**src/cac_pkg.sv**
```systemverilog
/*
 package for the counter array control block: sfr addresses, control
 register fields, reset values and clock source codes.
 assumes an 8-bit special function register space.
*/
package cac_pkg;
    localparam logic [7:0] CAC_ADDR_CTRL_ZERO  = 8'ha4;
    localparam logic [7:0] CAC_ADDR_CTRL_ONE   = 8'hbc;
    localparam logic [7:0] CAC_ADDR_STATUS     = 8'ha5;
    localparam logic [7:0] CAC_ADDR_PRESC_ZERO = 8'hfb;
    localparam logic [7:0] CAC_ADDR_PRESC_ONE  = 8'hfc;
    localparam logic [7:0] CAC_CTRL_RESET      = 8'h00;
    localparam logic [7:0] CAC_PRESC_RESET     = 8'h10;
    localparam logic [7:0] CAC_STATUS_RESET    = 8'h00;
    localparam logic [7:0] CAC_CTRL_MASK_ZERO  = 8'hf7;
    localparam logic [7:0] CAC_CTRL_MASK_ONE   = 8'h77;
    localparam logic [7:0] CAC_PRESC_MASK      = 8'h1f;
    localparam int         CAC_BIT_START_ALL   = 7;
    localparam int         CAC_BIT_RUN         = 6;
    localparam int         CAC_BIT_OVF_IRQ_EN  = 5;
    localparam int         CAC_BIT_IDLE_HALT   = 4;
    localparam int         CAC_BIT_TEN_BIT     = 2;
    localparam int         CAC_BIT_PRESC_EN    = 4;
    localparam int         CAC_BIT_OVF_ZERO    = 3;
    localparam int         CAC_BIT_OVF_ONE     = 7;
    localparam int         CAC_COUNT_WIDTH     = 16;
    localparam int         CAC_PRESC_WIDTH     = 15;
    localparam logic [1:0] CAC_SRC_PRESCALER   = 2'h0;
    localparam logic [1:0] CAC_SRC_TIMER0      = 2'h1;
    localparam logic [1:0] CAC_SRC_EXTERNAL    = 2'h2;
    localparam logic [1:0] CAC_SRC_NONE        = 2'h3;
endpackage : cac_pkg

```
**src/cac_array_counter.sv**
```systemverilog
/*
 one array's 16-bit counter with clock source selection and prescaler.
 assumes external pin already synchronous and slower than clk/4.
*/
`timescale 1ns/10ps
module cac_array_counter
    import cac_pkg::*;
(
    input  wire logic                       clk,
    input  wire logic                       srst,
    input  wire logic                       run,
    input  wire logic [1:0]                 clock_select,
    input  wire logic                       presc_enable,
    input  wire logic [3:0]                 presc_exponent,
    input  wire logic                       timer0_overflow,
    input  wire logic                       ext_clock_pin,
    output logic      [CAC_COUNT_WIDTH-1:0] count,
    output logic                            rollover
);
    logic [CAC_PRESC_WIDTH-1:0] presc;
    logic [CAC_PRESC_WIDTH-1:0] next_presc;
    logic [CAC_COUNT_WIDTH-1:0] next_count;
    logic                       ext_last;
    logic                       presc_tick;
    logic                       tick;
    logic                       next_rollover;

    always_comb
    begin
        next_presc = presc + 15'h0001;
        presc_tick = presc_enable;
        // divide by 2^n: tick when low n bits of free counter wrap
        for (int i = 0; i < CAC_PRESC_WIDTH; i++)
        begin
            if (i < int'(presc_exponent) && !presc[i])
            begin
                presc_tick = 1'b0;
            end
        end
        unique case (clock_select)
            CAC_SRC_PRESCALER: tick = presc_tick;
            CAC_SRC_TIMER0:    tick = timer0_overflow;
            CAC_SRC_EXTERNAL:  tick = ext_clock_pin && !ext_last;
            CAC_SRC_NONE:      tick = 1'b0;
        endcase
        next_count    = count;
        next_rollover = 1'b0;
        if (run && tick)
        begin
            next_count    = count + 16'h0001;
            next_rollover = (count == 16'hffff);
        end
    end

    always_ff @(posedge clk)
    begin
        if (srst)
        begin
            presc    <= '0;
            count    <= '0;
            ext_last <= 1'b0;
            rollover <= 1'b0;
        end
        else
        begin
            presc    <= next_presc;
            count    <= next_count;
            ext_last <= ext_clock_pin;
            rollover <= next_rollover;
        end
    end

    a_hold_when_stopped: assert property (@(posedge clk) disable iff (srst)
        !run |=> count == $past(count)) else $error("counter moved while stopped");
    a_none_src_holds: assert property (@(posedge clk) disable iff (srst)
        clock_select == CAC_SRC_NONE |=> count == $past(count))
        else $error("counter moved on unassigned source");
    a_timer0_counts: assert property (@(posedge clk) disable iff (srst)
        run && clock_select == CAC_SRC_TIMER0 && timer0_overflow
        |=> count == $past(count) + 16'h0001) else $error("timer0 tick missed");
endmodule : cac_array_counter

```
**src/cac_counter_array_control.sv**
```systemverilog
/*
 control registers of two counter arrays, prescaler registers, overflow
 flags and interrupt request. assumes one-cycle sfr write/read strobes.
*/
// Functional notes
// start-all bit 7 of array zero control runs both counters together
// each started counter is sixteen bits wide
// counter runs while run bit 6 or start-all bit 7 set; only software changes it
// idle-halt bit 4 stops the array during cpu idle
// bit 2 selects ten-bit pwm when 1, sixteen-bit when 0
// clock source bits 1-0: prescaler, timer 0 overflow, external pin
// external clock must stay below a quarter of oscillator rate
// each array has its own control register
// one shared status register holds both arrays' flags
// control registers reset to zero
// overflow flag requests interrupt only when enabled; software clears
// prescaler divides oscillator by two to the setting, gated by enable
// software must set all three modules alike for ten-bit pwm
// reserved control bits read zero, writes ignored
// clock source code 11 gives no counting clock
`timescale 1ns/10ps
module cac_counter_array_control
    import cac_pkg::*;
(
    input  wire logic                       clk,
    input  wire logic                       srst,
    input  wire logic [7:0]                 sfr_addr,
    input  wire logic [7:0]                 sfr_wdata,
    input  wire logic                       sfr_write,
    input  wire logic                       sfr_read,
    output logic      [7:0]                 sfr_rdata,
    input  wire logic                       cpu_idle,
    input  wire logic                       timer0_overflow,
    input  wire logic                       ext_clock_zero,
    input  wire logic                       ext_clock_one,
    output logic      [CAC_COUNT_WIDTH-1:0] count_zero,
    output logic      [CAC_COUNT_WIDTH-1:0] count_one,
    output logic                            ten_bit_pwm_zero,
    output logic                            ten_bit_pwm_one,
    output logic                            overflow_irq
);
    logic [7:0] array_control_zero;
    logic [7:0] array_control_one;
    logic [7:0] presc_control_zero;
    logic [7:0] presc_control_one;
    logic [7:0] array_status_register;
    logic [7:0] next_control_zero;
    logic [7:0] next_control_one;
    logic [7:0] next_presc_zero;
    logic [7:0] next_presc_one;
    logic [7:0] next_status;
    logic [7:0] next_rdata;
    logic [1:0] run_array;
    logic [1:0] rollover;
    logic [7:0] ctrl [2];
    logic       next_ten_bit_zero;
    logic       next_ten_bit_one;
    logic       next_irq;

    assign ctrl[0] = array_control_zero;
    assign ctrl[1] = array_control_one;

    // start-all overrides each run bit, idle halt gates both paths
    genvar g;
    generate
        for (g = 0; g < 2; g++)
        begin : g_run
            assign run_array[g] = (ctrl[g][CAC_BIT_RUN]
                || array_control_zero[CAC_BIT_START_ALL])
                && !(ctrl[g][CAC_BIT_IDLE_HALT] && cpu_idle);
        end
    endgenerate

    cac_array_counter u_counter_zero (
        .clk             (clk),
        .srst            (srst),
        .run             (run_array[0]),
        .clock_select    (array_control_zero[1:0]),
        .presc_enable    (presc_control_zero[CAC_BIT_PRESC_EN]),
        .presc_exponent  (presc_control_zero[3:0]),
        .timer0_overflow (timer0_overflow),
        .ext_clock_pin   (ext_clock_zero),
        .count           (count_zero),
        .rollover        (rollover[0])
    );

    cac_array_counter u_counter_one (
        .clk             (clk),
        .srst            (srst),
        .run             (run_array[1]),
        .clock_select    (array_control_one[1:0]),
        .presc_enable    (presc_control_one[CAC_BIT_PRESC_EN]),
        .presc_exponent  (presc_control_one[3:0]),
        .timer0_overflow (timer0_overflow),
        .ext_clock_pin   (ext_clock_one),
        .count           (count_one),
        .rollover        (rollover[1])
    );

    always_comb
    begin
        next_control_zero = array_control_zero;
        next_control_one  = array_control_one;
        next_presc_zero   = presc_control_zero;
        next_presc_one    = presc_control_one;
        next_status       = array_status_register;
        next_rdata        = sfr_rdata;
        if (sfr_write)
        begin
            unique case (sfr_addr)
                CAC_ADDR_CTRL_ZERO:  next_control_zero = sfr_wdata & CAC_CTRL_MASK_ZERO;
                CAC_ADDR_CTRL_ONE:   next_control_one  = sfr_wdata & CAC_CTRL_MASK_ONE;
                CAC_ADDR_PRESC_ZERO: next_presc_zero   = sfr_wdata & CAC_PRESC_MASK;
                CAC_ADDR_PRESC_ONE:  next_presc_one    = sfr_wdata & CAC_PRESC_MASK;
                CAC_ADDR_STATUS:     next_status       = sfr_wdata;
                default:             next_status       = array_status_register;
            endcase
        end
        // hardware set wins over a same-cycle software clear
        if (rollover[0])
        begin
            next_status[CAC_BIT_OVF_ZERO] = 1'b1;
        end
        if (rollover[1])
        begin
            next_status[CAC_BIT_OVF_ONE] = 1'b1;
        end
        if (sfr_read)
        begin
            unique case (sfr_addr)
                CAC_ADDR_CTRL_ZERO:  next_rdata = array_control_zero;
                CAC_ADDR_CTRL_ONE:   next_rdata = array_control_one;
                CAC_ADDR_PRESC_ZERO: next_rdata = presc_control_zero;
                CAC_ADDR_PRESC_ONE:  next_rdata = presc_control_one;
                CAC_ADDR_STATUS:     next_rdata = array_status_register;
                default:             next_rdata = 8'h00;
            endcase
        end
        next_ten_bit_zero = array_control_zero[CAC_BIT_TEN_BIT];
        next_ten_bit_one  = array_control_one[CAC_BIT_TEN_BIT];
        // irq follows the registered flags, one cycle after they set
        next_irq = (array_status_register[CAC_BIT_OVF_ZERO]
                    && array_control_zero[CAC_BIT_OVF_IRQ_EN])
                || (array_status_register[CAC_BIT_OVF_ONE]
                    && array_control_one[CAC_BIT_OVF_IRQ_EN]);
    end

    always_ff @(posedge clk)
    begin
        if (srst)
        begin
            array_control_zero    <= CAC_CTRL_RESET;
            array_control_one     <= CAC_CTRL_RESET;
            presc_control_zero    <= CAC_PRESC_RESET;
            presc_control_one     <= CAC_PRESC_RESET;
            array_status_register <= CAC_STATUS_RESET;
            sfr_rdata             <= 8'h00;
            ten_bit_pwm_zero      <= 1'b0;
            ten_bit_pwm_one       <= 1'b0;
            overflow_irq          <= 1'b0;
        end
        else
        begin
            array_control_zero    <= next_control_zero;
            array_control_one     <= next_control_one;
            presc_control_zero    <= next_presc_zero;
            presc_control_one     <= next_presc_one;
            array_status_register <= next_status;
            sfr_rdata             <= next_rdata;
            ten_bit_pwm_zero      <= next_ten_bit_zero;
            ten_bit_pwm_one       <= next_ten_bit_one;
            overflow_irq          <= next_irq;
        end
    end

    a_start_all_runs: assert property (@(posedge clk) disable iff (srst)
        array_control_zero[CAC_BIT_START_ALL] && !cpu_idle |-> run_array == 2'b11)
        else $error("start-all did not run both");
    a_run_bit_kept: assert property (@(posedge clk) disable iff (srst)
        !(sfr_write && sfr_addr == CAC_ADDR_CTRL_ONE)
        |=> array_control_one[CAC_BIT_RUN] == $past(array_control_one[CAC_BIT_RUN]))
        else $error("run bit changed without write");
    a_run_zero_kept: assert property (@(posedge clk) disable iff (srst)
        !(sfr_write && sfr_addr == CAC_ADDR_CTRL_ZERO)
        |=> array_control_zero[CAC_BIT_RUN] == $past(array_control_zero[CAC_BIT_RUN]))
        else $error("run bit zero changed without write");
    a_idle_halts: assert property (@(posedge clk) disable iff (srst)
        cpu_idle && array_control_one[CAC_BIT_IDLE_HALT] |-> !run_array[1])
        else $error("array ran in idle with halt set");
    a_idle_halts_zero: assert property (@(posedge clk) disable iff (srst)
        cpu_idle && array_control_zero[CAC_BIT_IDLE_HALT] |-> !run_array[0])
        else $error("array zero ran in idle with halt set");
    a_pwm_width: assert property (@(posedge clk) disable iff (srst)
        1'b1 |=> ten_bit_pwm_zero == $past(array_control_zero[CAC_BIT_TEN_BIT]))
        else $error("pwm width select mismatch");
    a_pwm_width_one: assert property (@(posedge clk) disable iff (srst)
        1'b1 |=> ten_bit_pwm_one == $past(array_control_one[CAC_BIT_TEN_BIT]))
        else $error("pwm width select one mismatch");
    a_reset_zero: assert property (@(posedge clk)
        srst |=> array_control_zero == 8'h00 && array_control_one == 8'h00)
        else $error("control not cleared by reset");
    a_reserved_zero: assert property (@(posedge clk) disable iff (srst)
        array_control_one[7] == 1'b0 && array_control_zero[3] == 1'b0
        && array_control_one[3] == 1'b0) else $error("reserved bit set");
    a_ovf_sticky: assert property (@(posedge clk) disable iff (srst)
        rollover[0] |=> array_status_register[CAC_BIT_OVF_ZERO])
        else $error("overflow flag lost");
    a_ovf_one_sticky: assert property (@(posedge clk) disable iff (srst)
        rollover[1] |=> array_status_register[CAC_BIT_OVF_ONE])
        else $error("overflow flag one lost");
    a_irq_gated: assert property (@(posedge clk) disable iff (srst)
        !array_control_zero[CAC_BIT_OVF_IRQ_EN] && !array_control_one[CAC_BIT_OVF_IRQ_EN]
        |=> !overflow_irq) else $error("irq without enable");
    a_irq_raised: assert property (@(posedge clk) disable iff (srst)
        array_status_register[CAC_BIT_OVF_ONE] && array_control_one[CAC_BIT_OVF_IRQ_EN]
        |=> overflow_irq) else $error("enabled overflow gave no irq");

    c_start_all: cover property (@(posedge clk) array_control_zero[CAC_BIT_START_ALL]
        && run_array == 2'b11);
    // flag lands one cycle after the wrap, irq one cycle after the flag
    c_rollover: cover property (@(posedge clk) rollover[0] ##2 overflow_irq);
    c_idle_halt: cover property (@(posedge clk) cpu_idle && !run_array[0]
        && array_control_zero[CAC_BIT_RUN]);
    c_idle_runs: cover property (@(posedge clk) cpu_idle && run_array[1]);
endmodule : cac_counter_array_control

```
**config.mk**
```make
export PLATFORM = sky130hd
export DESIGN_NAME = cac_counter_array_control
export DESIGN_NICKNAME = d
export VERILOG_FILES = /design/src/cac_pkg.sv /design/src/cac_array_counter.sv /design/src/cac_counter_array_control.sv
export SDC_FILE = /design/constraint.sdc
export NUM_CORES = 1
export LEC_CHECK = 0
export BUFFER_PORTS_ARGS = -buffer_cell sky130_fd_sc_hd__buf_2
export CORE_UTILIZATION = 52
export DETAILED_ROUTE_END_ITERATION = 8
export MAX_ROUTING_LAYER = met4
export PLACE_DENSITY_LB_ADDON = 0.12
export SLEW_MARGIN = 20
export SYNTH_ARGS = -nofsm -noshare
export SYNTH_HDL_FRONTEND = slang
export SYNTH_SLANG_ARGS = --single-unit
export TNS_END_PERCENT = 50
```
**constraint.sdc**
```tcl
create_clock -name clk -period 2.1 [get_ports clk]
set_input_delay 0.42 -clock clk [delete_from_list [all_inputs] [get_ports clk]]
set_output_delay 0.42 -clock clk [all_outputs]
set_load 0.02 [all_outputs]
```
==> results.toml <==
[global_route]
antenna_found_initial = 0
grt_pass1_wl_mm = 18.89
grt_pass1_vias = 4040
grt_use_total_pct = 24.52
grt_max_degree = 60
overflow = 0

[min_path]
whs_path_depth = 2
hold_class = "in2reg"

[detailed_routing]
routed_via_density = 5.569
drt_first_iter_violations = 274
top_layer_used = "met4"
num_vias = 4639
ant_nets = 0
drt-total-wl_mm = 12.01
wl_per_cell_microns = 14.42
wl_met3_microns = 581
m1WireLength_mm = 5.743
wl_met2_mm = 5.506
dr.pass1.iters = 5
drc_errors = 0

[power]
power_mw = 3.508
ir_drop_v = 0.0004340
power.density_nw_per_um2 = 577.4
p_leak_nw = 2.222

[synth]
yosys.area_share.simple_pct = 29.07
syn_area_sq_um = 5032
synth-async-reset-ratio_pct = 0
avgSynthCellArea_sq_um = 8.332
synth_area_leader_cell = "dfxtp_1"
synth_top_family_by_area = "simple AND/OR/NAND/NOR gates"
yosys_warnings = 0
synth_common_cells = "dfxtp_1, nor2_1, nand2_1"
synthXorXnorAreaFrac_pct = 5.743
seq_area_frac_synth_pct = 42.96
yosysMostFrequentCell = "dfxtp_1"
synth_compound_area_share_pct = 16.04
synthAdderAreaFrac_pct = 1.218
synth-seq-cells = 108
netlist_instances = 604
synth_nets = 632
synth_top_cell_area_share_pct = 42.96
synth_edf_count = 0
synth_top_flop_cell = "dfxtp_1"
muxShareOfSynthArea_pct = 1.492
netlist_top_cells_area = "dfxtp_1, nor2_1, a21oi_1, nand2_1, nand3_1"
ys_types = 66

[worst_setup_path]
slowest_stage = "or4_1"
setup.worst_path.start_class = "flip-flop"
arrival_ps = 2410
cpLargestDelayFamily = "simple AND/OR/NAND/NOR gates"
path_depth = 7
end_kind = "flip-flop"
cp_max_fo = 3
required_ps = 2420
crit_chain = "a2bb2oi_4 -> and3_4 -> nand3_2 -> or2_4 -> or3_1 -> or4_1 -> a21oi_1"
cpPeakStageDelay_ps = 410
path_class = "reg2reg"
crit_buf_inv = 0
reg2reg_depth = 7

[floorplan]
pin_count = 67
die_h_microns = 100.4
row_count = 35
start_util_pct = 53.95
chipWidth_microns = 100.4
core_sq_um = 9328
die_area_sq_um = 10080

[clock_tree]
cts_max_level = 3
root_buffer = "clkbuf_8"
clock_latency_ps = 390
cts_tree = "done"
clockBufferDepth = 2
path_clk_slew_ps = 110
cts_buffers = 9
clock-sinks = 108

[placed_design]
place_hpwl_mm = 8.495
portBuffers = 66
place_ws_ps = -250.0
place.gp.congestion = 0.8643
dp.cells = 814

[sta]
max_slew_margin_pct = 59.50
finalCriticalPeriod_ps = 2090
setup_slack_ps = 9.587
worstMarginPinSlew_ps = 607.4
fmax_mhz = 478.4
finalHoldViolCount = 0
rsz0062_at_grt = "yes"
fin_skew_ps = 13.13
setup_viol = 0
final-max-slew-violation-count = 0
period_share_pct = 99.54

[cells_and_area]
fillCellCount = 801
drive_above_1_share_pct = 23.86
areaGrowthSynthToFinish_pct = 20.74
utilization_pct = 65.14
diodes = 0
nets = 727
multi_input_comb_area_sq_um = 2801
register_area_sq_um = 2177
fin_cells = 833

[status]
status = "completed"

[flow_run]
cap_violations = 0
## report_power, final
group	switching (mW)	internal, mW	leakage (nW)	total [mW]
Combinational	0.108	0.0608	1.25	0.168
Sequential	0.00976	2.06	0.877	2.07
Clock	0.717	0.552	0.0962	1.27
Total	0.834	2.67	2.22	3.51
## area by class of cell
type	count	area share, %
Clock buffer	10	2.100
Clock inverter	6	1.071
Sequential cell	108	35.83
Inverter	11	0.6796
Multi-Input combinational cell	456	46.11
Timing Repair Buffer	113	11.55
Tap cell	129	2.657
## what timing repair did
action,in CTS,in global routing
hold buffers,0,0
gates cloned,0,1
buffers inserted,1,1
resized for setup,3,24
endpoints found under the setup margin,2,25
pin swaps,1,5
## cells in the final DEF, fill, tap and decap left out, types with 9 or more instances in the layout
master,Yosys,routed
or3_1,10,10
a22oi_1,12,12
xor2_1,13,13
xnor2_1,20,20
inv_1,10,10
nor2b_1,14,14
buf_2,2,65
buf_4,1,46
nand2_1,69,69
nor3_1,13,12
nand3_1,47,47
a21oi_1,52,51
nor2_1,72,70
nand4_1,13,13
dfxtp_1,108,100
o21ai_0,16,15
clkbuf_8,0,9
## path summary, 6_finish.rpt
| kind | start | to | slack (ps) |
|---|---|---|---|
| max | array_control_zero[6] | u_counter_zero.count[13] | 10 |
| min | ext_clock_zero | u_counter_zero.ext_last | 280 |
| max reg2reg | array_control_zero[6] | u_counter_zero.count[13] | 10 |
| min reg2reg | u_counter_one.rollover | array_status_register[7] | 440 |
## per-layer routing
layer,GRT usage (%),vias up
met4,8.027,0
li1,-,2344
met3,4.318,13
met2,37.62,106
met5,-,-
met1,32.80,2176
## through the flow
stage                     TNS, ps  hold WS, ps  cell area, sq um
after CTS                  -13.45        271.9              5957
after floorplan                 0        410.8              5032
final                           0        278.4              6076
after global placement     -209.3        425.5              5743
after global routing       -480.4        285.6              6076
after detailed placement   -257.0        427.7              5743
## cells by family after synthesis
group                      after synthesis
AOI/OAI and AO/OA                      121
xor gates and xnor gates                33
adders and majority gates                5
buffers and inverters                   41
DFF                                    108
muxes                                    7
and+or+nand+nor                        289
## registers in the layout, indices dropped and copies added (netlist names)
signal,cells
u_counter_one.count,16
u_counter_zero.count,16
u_counter_one.presc,15
u_counter_zero.presc,15
array_status_register,8
sfr_rdata,8
array_control_zero,7
array_control_one,6
presc_control_one,5
presc_control_zero,5
overflow_irq,1
ten_bit_pwm_one,1
ten_bit_pwm_zero,1
u_counter_one.ext_last,1
u_counter_one.rollover,1
u_counter_zero.ext_last,1
u_counter_zero.rollover,1
Note: power is estimated with default switching activity, not from simulation.
